**src/pkg/sms_pkg.sv**
```systemverilog
// Package: constants, modes and timing of the system mode sequencer
package sms_pkg;
  // Operating modes, binary codes
  typedef enum logic [2:0] {
    SMS_INIT     = 3'h0,
    SMS_NORMAL   = 3'h1,
    SMS_STOP     = 3'h2,
    SMS_SLEEP    = 3'h3,
    SMS_RESTART  = 3'h4,
    SMS_FAILSAFE = 3'h5
  } sms_mode_e;
  // Mode-select field codes written by the host
  localparam logic [1:0] SMS_SEL_NORMAL = 2'h0;
  localparam logic [1:0] SMS_SEL_STOP = 2'h1;
  localparam logic [1:0] SMS_SEL_SLEEP = 2'h2;
  localparam logic [1:0] SMS_SEL_RESET = 2'h3;
  // Clock rate and times
  localparam int SMS_CLK_HZ = 40000000;
  localparam int SMS_RESET_DELAY_US = 10;
  localparam int SMS_LONG_WINDOW_MS = 200;
  localparam int SMS_RD_CYCLES = SMS_RESET_DELAY_US * (SMS_CLK_HZ / 1000000);
  localparam int SMS_LW_CYCLES = SMS_LONG_WINDOW_MS * (SMS_CLK_HZ / 1000);
  // Reset values and counts
  localparam logic SMS_RST_COUNT_SEL_RESET = 1'b1;
  localparam logic SMS_RST_LIMIT_RESET = 1'b0;
  localparam logic [1:0] SMS_MAX_RESETS = 2'h3;
  localparam int SMS_CNT_W = 24;
endpackage

```
**src/pkg/sms_tmr_if.sv**
```systemverilog
// Interface: timer start and expiry between sequencer and timer
`timescale 1ns/1ps
interface sms_tmr_if;
  logic start;
  logic [23:0] load;
  logic run;
  logic expired;
  modport ctrl (output start, output load, output run, input expired);
  modport tmr (input start, input load, input run, output expired);
endinterface

```
**src/logic/sms_timer.sv**
```systemverilog
// Down counter used for reset delay and watchdog windows
`timescale 1ns/1ps
module sms_timer (
  input wire logic i_clock,    // System clock
  input wire logic i_rst_n,    // Synchronous reset, active low
  sms_tmr_if.tmr t             // Control from the sequencer
);
  import sms_pkg::*;
  logic [23:0] cnt_reg;
  logic exp_reg;
  // Load on start, count while run, flag once at zero
  always_ff @(posedge i_clock) begin
    if (!i_rst_n) begin
      cnt_reg <= 24'h0;
      exp_reg <= 1'b0;
    end else if (t.start) begin
      cnt_reg <= t.load;
      exp_reg <= 1'b0;
    end else if (t.run && cnt_reg != 24'h0) begin
      cnt_reg <= cnt_reg - 24'h1;
      exp_reg <= (cnt_reg == 24'h1);
    end else begin
      exp_reg <= 1'b0;
    end
  end
  assign t.expired = exp_reg;
endmodule

```
**src/logic/sms_sequencer.sv**
```systemverilog
// Operating mode sequencer with start-up configuration and watchdog
// Operation
// RULE1: Six modes exist; exactly one is active.
// RULE2: Init is entered at power-up and after software reset.
// RULE3: Restart after wake or failure; leaves to normal after reset delay.
// RULE4: Critical failure enters fail-safe, regulator off, until wake and cool. Code ignores it in init and sleep.
// RULE5: Stop keeps main regulator on; sleep turns it off.
// RULE6: Development mode stops the watchdog; chosen by low test pin.
// RULE7: Control arrives over a 16-bit SPI; host controls, device targets.
// RULE8: Mode field sets mode; restart clears it so reads show current mode.
// RULE9: In init the test pin is an input with pull-up and sampled.
// RULE10: Test low gives config 0, no watchdog reset; host sends a command.
// RULE11: Config 1: first missed trigger gives fail outputs and restart.
// RULE12: Config 3: second missed trigger gives fail outputs and restart.
// RULE13: Host picks config 1 or 3 with the restart count select bit.
// RULE14: Supply crossing threshold in init starts one reset delay period.
// RULE15: After that period reset releases and long open window starts.
// RULE16: Any SPI command in init moves to normal, illegal ones too.
// RULE17: Long window expiry records failure, restarts, gives one reset.
// RULE18: With limit bit set, no resets after three consecutive failures.
// RULE19: Wake events in init are dropped unrecorded.
// RULE20: Host should first service and configure the watchdog.
// RULE21: No undervoltage flag or fail outputs while supplies still rising.
// RULE22: Reset held low below threshold, released one delay later.
// RULE23: Stop to sleep request is refused, flags SPI failure, restarts.
// RULE24: Sleep with wake flags pending wakes at once via restart.
// RULE25: Reset output goes low as soon as sleep is commanded.
// RULE26: Test configuration is latched at period end until next init.
`timescale 1ns/1ps
module sms_sequencer #(
  parameter int RD_CYCLES = sms_pkg::SMS_RD_CYCLES, // Reset delay
  parameter int LW_CYCLES = sms_pkg::SMS_LW_CYCLES  // Long open window
) (
  input wire logic i_clock,               // 40 MHz clock
  input wire logic i_rst_n,               // Sync reset, power-on, active low
  input wire logic i_spi_frame,           // Any 16-bit frame received, pulse
  input wire logic i_spi_mode_wr,         // Mode field write, pulse
  input wire logic [1:0] i_spi_mode_sel,  // Written mode field value
  input wire logic i_spi_wd_trig,         // Watchdog trigger, pulse
  input wire logic i_spi_hw_wr,           // Hardware control write, pulse
  input wire logic i_restart_count_select, // Restart count select value
  input wire logic i_spi_wd_wr,           // Watchdog control write, pulse
  input wire logic i_reset_limit,         // Reset limit bit value
  input wire logic i_supply_ok,           // Main supply above threshold, pin
  input wire logic i_vs_ok,               // Supply input above UV timeout, pin
  input wire logic i_critical_fail,       // Thermal level two or short, pin
  input wire logic i_overtemp,            // Overtemperature present, pin
  input wire logic i_wake,                // Wake on CAN, LIN or wake input
  input wire logic i_wake_flags_pend,     // Wake source flags still set
  input wire logic i_test_pin,            // Test pin level, pin
  output logic [2:0] o_operating_mode_field, // Mode currently in force
  output logic o_reset_output_n,          // Reset output, active low
  output logic o_main_reg_en,             // Main regulator enable
  output logic o_fail_safe_outputs,       // Fail-safe outputs active
  output logic o_test_pullup_en,          // Test pin pull-up enabled
  output logic o_dev_mode,                // Development mode latched
  output logic o_restart_count_state,     // Restart count state bit
  output logic o_wd_fail,                 // Watchdog failure recorded
  output logic o_spi_fail,                // SPI failure flag
  output logic o_main_supply_undervoltage_flag, // Supply UV recorded
  output logic o_wake_recorded            // Wake event recorded
);
  import sms_pkg::*;

  sms_tmr_if tif ();
  sms_timer u_timer (
    .i_clock(i_clock),
    .i_rst_n(i_rst_n),
    .t(tif.tmr)
  );

  // Pin synchronisers
  logic [5:0] s1_reg, s2_reg;
  always_ff @(posedge i_clock) begin
    if (!i_rst_n) begin
      s1_reg <= 6'h0;
      s2_reg <= 6'h0;
    end else begin
      s1_reg <= {i_supply_ok, i_vs_ok, i_critical_fail, i_overtemp,
                 i_wake, i_test_pin};
      s2_reg <= s1_reg;
    end
  end
  logic supply_ok, vs_ok, crit, otemp, wake, test_lvl;
  assign {supply_ok, vs_ok, crit, otemp, wake, test_lvl} = s2_reg;

  sms_mode_e mode_reg, mode_next;
  logic mon_reg;        // Monitoring period running in init
  logic window_reg;     // Long open window running
  logic dev_reg, cfg_sel_reg, limit_reg, miss_reg, fo_reg;
  logic [1:0] rstcnt_reg;
  logic sleep_req, stop_to_sleep, wd_expire, wd_reset;

  // Requests decoded from the mode field write, and long window expiry
  assign sleep_req = i_spi_mode_wr && i_spi_mode_sel == SMS_SEL_SLEEP;
  assign stop_to_sleep = sleep_req && mode_reg == SMS_STOP; // RULE23
  assign wd_expire = window_reg && tif.expired && !dev_reg; // RULE6 RULE17
  // Config 3 needs a prior miss; limit stops further resets
  assign wd_reset = wd_expire && (cfg_sel_reg || miss_reg) // RULE11 RULE12
    && !(limit_reg && rstcnt_reg == SMS_MAX_RESETS); // RULE18

  // Mode transitions, one mode at a time
  always_comb begin
    mode_next = mode_reg; // RULE1
    case (mode_reg)
      SMS_INIT: begin
        if (i_spi_frame && !mon_reg && o_reset_output_n)
          mode_next = SMS_NORMAL; // RULE16 RULE10
        else if (wd_reset)
          mode_next = SMS_RESTART;
      end
      SMS_NORMAL, SMS_STOP: begin
        if (crit) mode_next = SMS_FAILSAFE; // RULE4
        else if (!supply_ok || wd_reset || stop_to_sleep)
          mode_next = SMS_RESTART; // RULE3 RULE23
        else if (i_spi_mode_wr) begin
          case (i_spi_mode_sel)
            SMS_SEL_NORMAL: mode_next = SMS_NORMAL;
            SMS_SEL_STOP: mode_next = SMS_STOP;
            SMS_SEL_SLEEP: mode_next = i_wake_flags_pend ?
              SMS_RESTART : SMS_SLEEP; // RULE24
            SMS_SEL_RESET: mode_next = SMS_INIT; // RULE2
            default: mode_next = mode_reg;
          endcase
        end
      end
      SMS_SLEEP: begin
        if (wake) mode_next = SMS_RESTART; // RULE3
      end
      SMS_RESTART: begin
        if (crit) mode_next = SMS_FAILSAFE;
        else if (supply_ok && tif.expired)
          mode_next = SMS_NORMAL; // RULE3
      end
      SMS_FAILSAFE: begin
        if (wake && !otemp && !crit) mode_next = SMS_RESTART; // RULE4
      end
      default: mode_next = SMS_INIT;
    endcase
  end

  // Mode register; restart entry clears the field via mode itself
  always_ff @(posedge i_clock) begin
    if (!i_rst_n) mode_reg <= SMS_INIT; // RULE2
    else mode_reg <= mode_next; // RULE8
  end

  // Monitoring period and watchdog window sequencing
  always_ff @(posedge i_clock) begin
    if (!i_rst_n || (mode_next == SMS_INIT && mode_reg != SMS_INIT)) begin
      mon_reg <= 1'b0;
      window_reg <= 1'b0;
    end else if (mode_reg == SMS_INIT && !mon_reg && !window_reg
                 && !o_reset_output_n && supply_ok) begin
      mon_reg <= 1'b1; // RULE14
    end else if (mon_reg && tif.expired) begin
      mon_reg <= 1'b0;
      window_reg <= 1'b1; // RULE15
    end else if (wd_expire || i_spi_wd_trig || mode_next == SMS_SLEEP
                 || mode_next == SMS_RESTART) begin
      window_reg <= 1'b0;
    end
  end

  // Timer control: reset delay or long window loads
  always_comb begin
    tif.start = 1'b0;
    tif.load = 24'(RD_CYCLES);
    if (mode_reg == SMS_INIT && !mon_reg && !window_reg
        && !o_reset_output_n && supply_ok) begin
      tif.start = 1'b1;
    end else if (mon_reg && tif.expired) begin
      tif.start = 1'b1;
      tif.load = 24'(LW_CYCLES);
    end else if (mode_next == SMS_RESTART && mode_reg != SMS_RESTART) begin
      tif.start = 1'b1;
    end else if (mode_reg == SMS_RESTART && !supply_ok) begin
      tif.start = 1'b1; // Delay restarts until supply is good
    end
  end
  assign tif.run = !dev_reg || !window_reg; // RULE6

  // Configuration latch from the test pin, held until next init
  always_ff @(posedge i_clock) begin
    if (!i_rst_n) dev_reg <= 1'b0;
    else if (mon_reg && tif.expired) dev_reg <= !test_lvl; // RULE9 RULE26
  end

  // Host-written restart count select and reset limit
  always_ff @(posedge i_clock) begin
    if (!i_rst_n || mode_reg == SMS_INIT && mode_next == SMS_INIT
        && !window_reg && !mon_reg) begin
      cfg_sel_reg <= SMS_RST_COUNT_SEL_RESET;
      limit_reg <= SMS_RST_LIMIT_RESET;
    end else begin
      if (i_spi_hw_wr) cfg_sel_reg <= i_restart_count_select; // RULE13
      if (i_spi_wd_wr) limit_reg <= i_reset_limit;
    end
  end

  // Miss memory for config 3 and consecutive reset count
  always_ff @(posedge i_clock) begin
    if (!i_rst_n) begin
      miss_reg <= 1'b0;
      rstcnt_reg <= 2'h0;
    end else if (i_spi_wd_trig) begin
      miss_reg <= 1'b0;
      rstcnt_reg <= 2'h0; // Good service breaks the sequence
    end else if (wd_expire) begin
      miss_reg <= !miss_reg && !cfg_sel_reg; // RULE12
      if (wd_reset) rstcnt_reg <= rstcnt_reg + 2'h1; // RULE18
    end
  end

  // Reset output: low at sleep command, below threshold, in restart
  always_ff @(posedge i_clock) begin
    if (!i_rst_n) o_reset_output_n <= 1'b0;
    else if (!supply_ok || sleep_req || mode_next == SMS_RESTART
             || mode_next == SMS_SLEEP || mode_next == SMS_FAILSAFE
             || (mode_next == SMS_INIT && mode_reg != SMS_INIT))
      o_reset_output_n <= 1'b0; // RULE22 RULE25
    else if ((mon_reg || mode_reg == SMS_RESTART) && tif.expired)
      o_reset_output_n <= 1'b1; // RULE15 RULE22
  end

  // Fail-safe outputs and main regulator
  always_ff @(posedge i_clock) begin
    if (!i_rst_n) begin
      fo_reg <= 1'b0;
      o_main_reg_en <= 1'b1;
    end else begin
      if (wd_reset) fo_reg <= 1'b1; // RULE11 RULE12
      else if (mode_next == SMS_FAILSAFE) fo_reg <= 1'b1;
      else if (mode_next == SMS_INIT && mode_reg != SMS_INIT)
        fo_reg <= 1'b0;
      o_main_reg_en <= !(mode_next == SMS_SLEEP
                         || mode_next == SMS_FAILSAFE); // RULE4 RULE5
    end
  end

  // Status flags; sticky, cleared only by the synchronous reset
  always_ff @(posedge i_clock) begin
    if (!i_rst_n) begin
      o_wd_fail <= 1'b0;
      o_spi_fail <= 1'b0;
      o_main_supply_undervoltage_flag <= 1'b0;
      o_wake_recorded <= 1'b0;
    end else begin
      if (wd_expire) o_wd_fail <= 1'b1; // RULE17
      if (stop_to_sleep) o_spi_fail <= 1'b1; // RULE23
      // Suppressed during the power-up ramp
      if (!supply_ok && (supply_ok || vs_ok || mode_reg != SMS_INIT))
        o_main_supply_undervoltage_flag <= 1'b1; // RULE21
      if (wake && mode_reg != SMS_INIT)
        o_wake_recorded <= 1'b1; // RULE19
    end
  end

  // Registered outputs
  always_ff @(posedge i_clock) begin
    if (!i_rst_n) begin
      o_operating_mode_field <= 3'h0;
      o_fail_safe_outputs <= 1'b0;
      o_test_pullup_en <= 1'b1;
      o_dev_mode <= 1'b0;
      o_restart_count_state <= SMS_RST_COUNT_SEL_RESET;
    end else begin
      o_operating_mode_field <= mode_next; // RULE8
      o_fail_safe_outputs <= fo_reg && (supply_ok || vs_ok); // RULE21
      o_test_pullup_en <= (mode_next == SMS_INIT); // RULE9
      o_dev_mode <= dev_reg; // RULE10
      o_restart_count_state <= cfg_sel_reg;
    end
  end
endmodule

```
**config.mk**
```make
export PLATFORM = sky130hd
export DESIGN_NAME = sms_sequencer
export DESIGN_NICKNAME = d
export VERILOG_FILES = /design/src/pkg/sms_pkg.sv /design/src/pkg/sms_tmr_if.sv /design/src/logic/sms_timer.sv /design/src/logic/sms_sequencer.sv
export SDC_FILE = /design/constraint.sdc
export NUM_CORES = 1
export LEC_CHECK = 0
export BUFFER_PORTS_ARGS = -buffer_cell sky130_fd_sc_hd__buf_2
export CAP_MARGIN = 20
export CORE_UTILIZATION = 50
export CTS_CLUSTER_SIZE = 20
export DETAILED_ROUTE_END_ITERATION = 12
export PLACE_DENSITY_LB_ADDON = 0.08
export RECOVER_POWER = 100
export SYNTH_ARGS = -nofsm -noshare
export SYNTH_HDL_FRONTEND = slang
export SYNTH_HIERARCHICAL = 1
export SYNTH_SLANG_ARGS = --single-unit
```
**constraint.sdc**
```tcl
create_clock -name i_clock -period 6.58 [get_ports i_clock]
set_clock_uncertainty 0.1 [all_clocks]
set_input_delay 0.329 -clock i_clock [delete_from_list [all_inputs] [get_ports i_clock]]
set_output_delay 0.329 -clock i_clock [all_outputs]
set_load 0.05 [all_outputs]
```
==> results.tsv, run 1 <==
metric	value	unit
relSlewSlack	-23.86	%
cp-start-kind	register	
final_nets	419	
tritoncts	built	
antennaDiodeCount	0	
root_buffer	clkbuf_8	
rsz0062_at_grt	no	
synth.avg_cell_area	8.518	µm²
async_reset_ff_share	0	%
area_growth	10.62	%
arrival	4.69	ns
regToRegSetupSlack	1.97	ns
track_usage	23.71	%
ctsHoldBuffers	0	
crit_type	register to register	
cts_buffer_depth	2	
cts-buffers-inserted	9	
totalWireLength	7028	µm
antenna_found_initial	0	
p_comb_share	38.5	%
fp.dieW	80.86	µm
vias	2777	
slew_violations	51	
yosys_warnings	6	
power	1.285	mW
grt_pass1_wl	11870	µm
internal_power	736.2	µW
num_io_pins	31	
gp_congestion	0.8908	
seq_area_frac_synth	37.99	%
dieArea	6538	µm²
cts.htree.levels	3	
start_util	52.21	%
path_clk_slew	0.08	ns
synth_edf_count	0	
yosysMostFrequentCell	dfxtp_1	
synth_top_area_share	37.99	%
p_sw	549.1	µW
post_cts_buffers	0	
clkPwrFrac	23.9	%
critPathCaptureType	register	
holdPathEnd	s1_reg[1]$_SDFF_PN0_	
min_from	i_wake	
required	6.67	ns
wire_per_inst	14.73	µm
largest_reg_flops	24	
die_height	80.86	µm
grt_pass1_vias	2483	
status	complete, but fails checks	
hold_class	input pin to register	
synth_cell_type_count	64	
yosys-top-cells-area	dfxtp_1 38%, o21ai_0 4.0%, nor2_1 4.0%	
timing.fmax	0.2171	GHz
via_per_inst	5.822	
violations	max-capacitance violations, max-slew violations	
synth_top_cells_by_count	59 x dfxtp_1, 33 x nor2_1, 25 x o21ai_0, 17 x a31oi_1, 17 x and2_1	
ctsResizeCount	0	
yosysTopAreaCell	dfxtp_1	
synthesis.area	3109	µm²
hold_depth	2	
critPathMaxFanout	40	
syn_inst	365	
period_share	70.02	%
io_buffers	30	
setup_viol	0	
dr.first_iter.drc_count	229	
drc	0	
ant_nets	0	
grt_max_degree	51	
seq_power_share	37.6	%
drv_cap	1	
fin_setup_tns	0	ns
row_count	28	
switching_share	42.72	%
rr_endpoint	u_timer/cnt_reg[11]$_SDFFE_PN0P_	
p_per_area	373.7	nW/µm²
clkSinkCount	59	
rr_worst_depth	10	
hpwl	4807	µm
tightestPinTransition	1.858	ns
grt_overflow_total	0	
core-area	5956	µm²
finalHoldViolCount	0	
dr.pass1.iters	4	
clk_latency	0.34	ns
synthFlopType	dfxtp_1	
drive_gt1_share	12.19	%
worst_ir_drop_vdd	0.1711	mV
leakage	1.294	nW
ys_ff_latch	59	
fin_crit	4.607	ns
r2r-start	o_operating_mode_field[1]$_SDFF_PN0_	
[worst max-delay path, cell delays in order (launching register included)]
cell and delay (ns):
dfxtp_1 0.58, nor3b_1 0.54, a22oi_1 0.23, and3_1 0.24, o21ai_0 0.47, or3b_1 0.40, nand4_1 0.58, inv_1 0.69
o21ai_0 0.39, or4_1 0.15, o221ai_1 0.09
[worst max path at each step]
stage / end / startpoint / slack (ns)
finish: u_timer/cnt_reg[11]$_SDFFE_PN0P_ / o_operating_mode_field[1]$_SDFF_PN0_ / 1.97
global route: u_timer/cnt_reg[11]$_SDFFE_PN0P_ / o_operating_mode_field[1]$_SDFF_PN0_ / 1.53
CTS: u_timer/cnt_reg[11]$_SDFFE_PN0P_ / o_operating_mode_field[0]$_SDFF_PN0_ / 2.29
detailed placement: u_timer/cnt_reg[11]$_SDFFE_PN0P_ / o_operating_mode_field[0]$_SDFF_PN0_ / 2.34
global placement: u_timer/cnt_reg[11]$_SDFFE_PN0P_ / o_operating_mode_field[0]$_SDFF_PN0_ / 2.48
floorplan: u_timer/cnt_reg[11]$_SDFFE_PN0P_ / o_operating_mode_field[1]$_SDFF_PN0_ / 3.54
[cells by family after synthesis]
family                     Yosys count  synth area share [%]
AOI/OAI and AO/OA                   95                 20.60
xor gates and xnor gates             4                 1.127
adders and majority gates            4                 1.610
buffers and inverters               36                 5.593
DFF                                 59                 37.99
muxes                                6                 2.052
other                                1                0.1206
and+or+nand+nor                    160                 30.91
[placed cells by master, fill, tap and decap left out, types with 3 or more instances in the layout]
cell and n:
o21ai_0 27, a211oi_1 7, clkbuf_1 14, and4_1 3, nor4_1 7, nor3_1 11
nand3b_1 4, mux2_2 3, xnor2_1 4, o21ai_1 6, and2_0 5, nor2_1 33
a21oi_1 8, or3b_1 3, and3_1 3, nand3_2 3, nor3b_2 3, inv_1 13
ha_1 4, a31oi_1 17, conb_1 15, nor3b_1 3, o31ai_1 5, and3b_1 3
nand2_1 15, nor2b_1 3, nand2b_1 6, nand3_1 10, nand4_1 10, and2_1 12
mux2i_1 3, or3_1 9, a311oi_1 5, dfxtp_1 59, clkbuf_8 9, buf_2 16
or4_1 6
[metrics by stage]
step	area, µm²	instances	utilization [%]	setup slack, ns	hold WS [ns]
CTS	3466	477	58.19	2.295	0.07981
global placement	3281	461	55.08	2.475	0.3135
finish	3440	477	57.75	1.973	0.09667
detailed placement	3281	461	55.08	2.338	0.3184
floorplan	3162	379	-	3.539	0.2897
global route	3440	477	57.75	1.525	0.07733
[cell type report]
class,count,area [µm²]
clock buffer,9,123.9
tap,75,93.84
clock inverter,7,61.31
fill,547,2516
sequential,59,1181
timing repair buffer,30,132.6
multi-input combinational,284,1798
inverter,13,48.80
[power by group through the flow]
stage	clock, mW	sequential [mW]	combinational (mW)
3_5_place_dp	0	0.490	0.489
6_report	0.308	0.483	0.495
4_1_cts	0.317	0.482	0.492
3_3_place_gp	0	0.490	0.483
2_1_floorplan	0	0.488	0.399
5_1_grt	0.333	0.496	0.557
[per-layer routing]
layer / share of wire [%] / up-vias / GRT usage, %
met4: 1.6 / 0 / 9.821
met2: 43 / 66 / 35.13
met5: 0 / - / 0
li1: - / 1415 / -
met3: 5.0 / 12 / 4.382
met1: 51 / 1284 / 33.49
No activity file was read; power rests on OpenSTA's default activity.
==> inputs of run 2 (changes only) <==
Clock period 6.58 ns to 4.85 ns, I/O delays scaled along.
==> results.tsv, run 2 (synthesized netlist as in run 1, its figures left out) <==
metric	value	unit	change
status	complete, but fails checks		unchanged
violations	max-capacitance violations, max-slew violations		unchanged
crit_slowest_cell	dfxtp_1		was inv_1
required	4.93	ns	was 6.67 ns
io_buffers	30		unchanged
n_fill_cell	560		was 547
final_area	3517	µm²	was 3440 µm²
fp.dieW	80.86	µm	unchanged
wire_per_inst	14.90	µm	was 14.73 µm
final_cell_mix	59 x dfxtp_1, 33 x nor2_1, 26 x o21ai_0, 17 x a31oi_1		was 59 x dfxtp_1, 33 x nor2_1, 27 x o21ai_0, 17 x a31oi_1, 16 x buf_2
slew_violations	51		unchanged
area_growth	13.12	%	was 10.62%
clkSinkCount	59		unchanged
critPathMaxFanout	40		unchanged
fin_setup_tns	0	ns	unchanged
relSlewSlack	-21.78	%	was -23.86%
antenna_found_initial	0		unchanged
critPathCaptureType	register		unchanged
hold_class	input pin to register		unchanged
grt_overflow_total	0		unchanged
dr.pass1.iters	5		was 4
cts.htree.levels	3		unchanged
grt_max_degree	51		unchanged
drv_cap	1		unchanged
clk_latency	0.34	ns	about the same
tightestPinTransition	1.827	ns	was 1.858 ns
setup_ws	0.8245	ns	was 1.973 ns
gp_congestion	0.8800		was 0.8908
rsz0062_at_grt	no		unchanged
leakage	1.329	nW	was 1.294 nW
core-area	5956	µm²	unchanged
worst_ir_drop_vdd	0.2424	mV	was 0.1711 mV
slowest_delay	0.55	ns	was 0.69 ns
die_height	80.86	µm	unchanged
final_nets	426		was 419
row_count	28		unchanged
placed_cell_area	3288	µm²	was 3281 µm²
totalWireLength	7212	µm	was 7028 µm
cp-start-kind	register		unchanged
finalHoldViolCount	0		unchanged
arrival	4.11	ns	was 4.69 ns
crit_type	register to register		unchanged
setup_viol	0		unchanged
ant_nets	0		unchanged
grt_pass1_vias	2465		was 2483
antennaDiodeCount	0		unchanged
dr.first_iter.drc_count	296		was 229
timing.fmax	0.2484	GHz	was 0.2171 GHz
track_usage	23.83	%	was 23.71%
cts_buffer_depth	2		unchanged
fin_crit	4.025	ns	was 4.607 ns
drc	0		unchanged
largest_reg_flops	24		unchanged
num_io_pins	31		unchanged
grt_pass1_wl	11940	µm	was 11870 µm
seq_area	1181	µm²	unchanged
multi_input_area	1798	µm²	unchanged
root_buffer	clkbuf_8		unchanged
dieArea	6538	µm²	unchanged
post_cts_buffers	0		unchanged
start_util	52.21	%	unchanged
dp_slack	1.140	ns	was 2.338 ns
drive_gt1_share	11.74	%	was 12.19%
path_clk_slew	0.08	ns	about the same
period_share	83.00	%	was 70.02%
crit_chain	nor3b_1 -> a22oi_1 -> and3_1 -> o21ai_1 -> or3b_1 -> nand4_1 -> buf_4 -> inv_1 -> o21ai_0 -> or4_1 -> o221ai_1		was nor3b_1 -> a22oi_1 -> and3_1 -> o21ai_0 -> or3b_1 -> nand4_1 -> inv_1 -> o21ai_0 -> or4_1 -> o221ai_1
hpwl	4797	µm	was 4807 µm
hold_ws	0.08527	ns	was 0.09667 ns
p_per_area	509.1	nW/µm²	was 373.7 nW/µm²
via_per_inst	5.864		was 5.822
vias	2838		was 2777
cts-buffers-inserted	9		unchanged
layout_commonest_cell	dfxtp_1		unchanged
tritoncts	built		unchanged
-- run 2: path summary, 6_finish.rpt --
path,from,to,slack [ns],depth (start not counted)
worst max-delay path,o_operating_mode_field[1]$_SDFF_PN0_,u_timer/cnt_reg[11]$_SDFFE_PN0P_,0.82,11
worst min-delay path,i_reset_limit,limit_reg$_SDFFE_PP0P_,0.09,3
worst max register to register,o_operating_mode_field[1]$_SDFF_PN0_,u_timer/cnt_reg[11]$_SDFFE_PN0P_,0.82,11
worst min register to register,s2_reg[0]$_SDFF_PN0_,dev_reg$_SDFFE_PN0P_,0.31,1
-- run 2: worst max-delay path, delay by kind of cell (launching register included) --
| family | cells | cell delay, ns |
|---|---|---|
| buf+inv | 2 | 0.71 |
| compound gates | 4 | 1.04 |
| flops | 1 | 0.55 |
| simple gates | 5 | 1.44 |
-- run 2: cell type report --
| class | instances | share of cell area, % |
|---|---|---|
| Tap cell | 75 | 2.668 |
| Multi-Input combinational cell | 284 | 51.12 |
| Clock inverter | 5 | 1.814 |
| Sequential cell | 59 | 33.58 |
| Timing Repair Buffer | 37 | 5.692 |
| Inverter | 13 | 1.387 |
| Clock buffer | 11 | 3.735 |
-- run 2: per-layer routing --
metal  up-vias  routed length [µm]  global-route usage, %
met2        80                3058                  32.35
met4         0                 114                  11.43
met1      1319                3684                  35.18
met3        12                 355                  4.831
met5         -                   0                      0
li1       1427                   -                      -
-- run 2: repair_timing --
item,CTS,global route
endpoints found under the hold margin,6,0
setup endpoints to repair,0,0
resized for setup,0,0
hold buffers,6,0
-- run 2: power by group --
group          internal [mW]  switching, mW
logic                  0.238          0.448
registers              0.573         0.0847
clock network          0.240          0.207
-- run 2: through the flow --
stage | std cells | utilization, % | power [mW]
2_1_floorplan | 379 | - | 1.204
3_3_place_gp | 462 | 55.21 | 1.324
3_5_place_dp | 462 | 55.21 | 1.338
4_1_cts | 484 | 59.50 | 1.790
5_1_grt | 484 | 59.05 | 1.917
6_report | 484 | 59.05 | 1.791
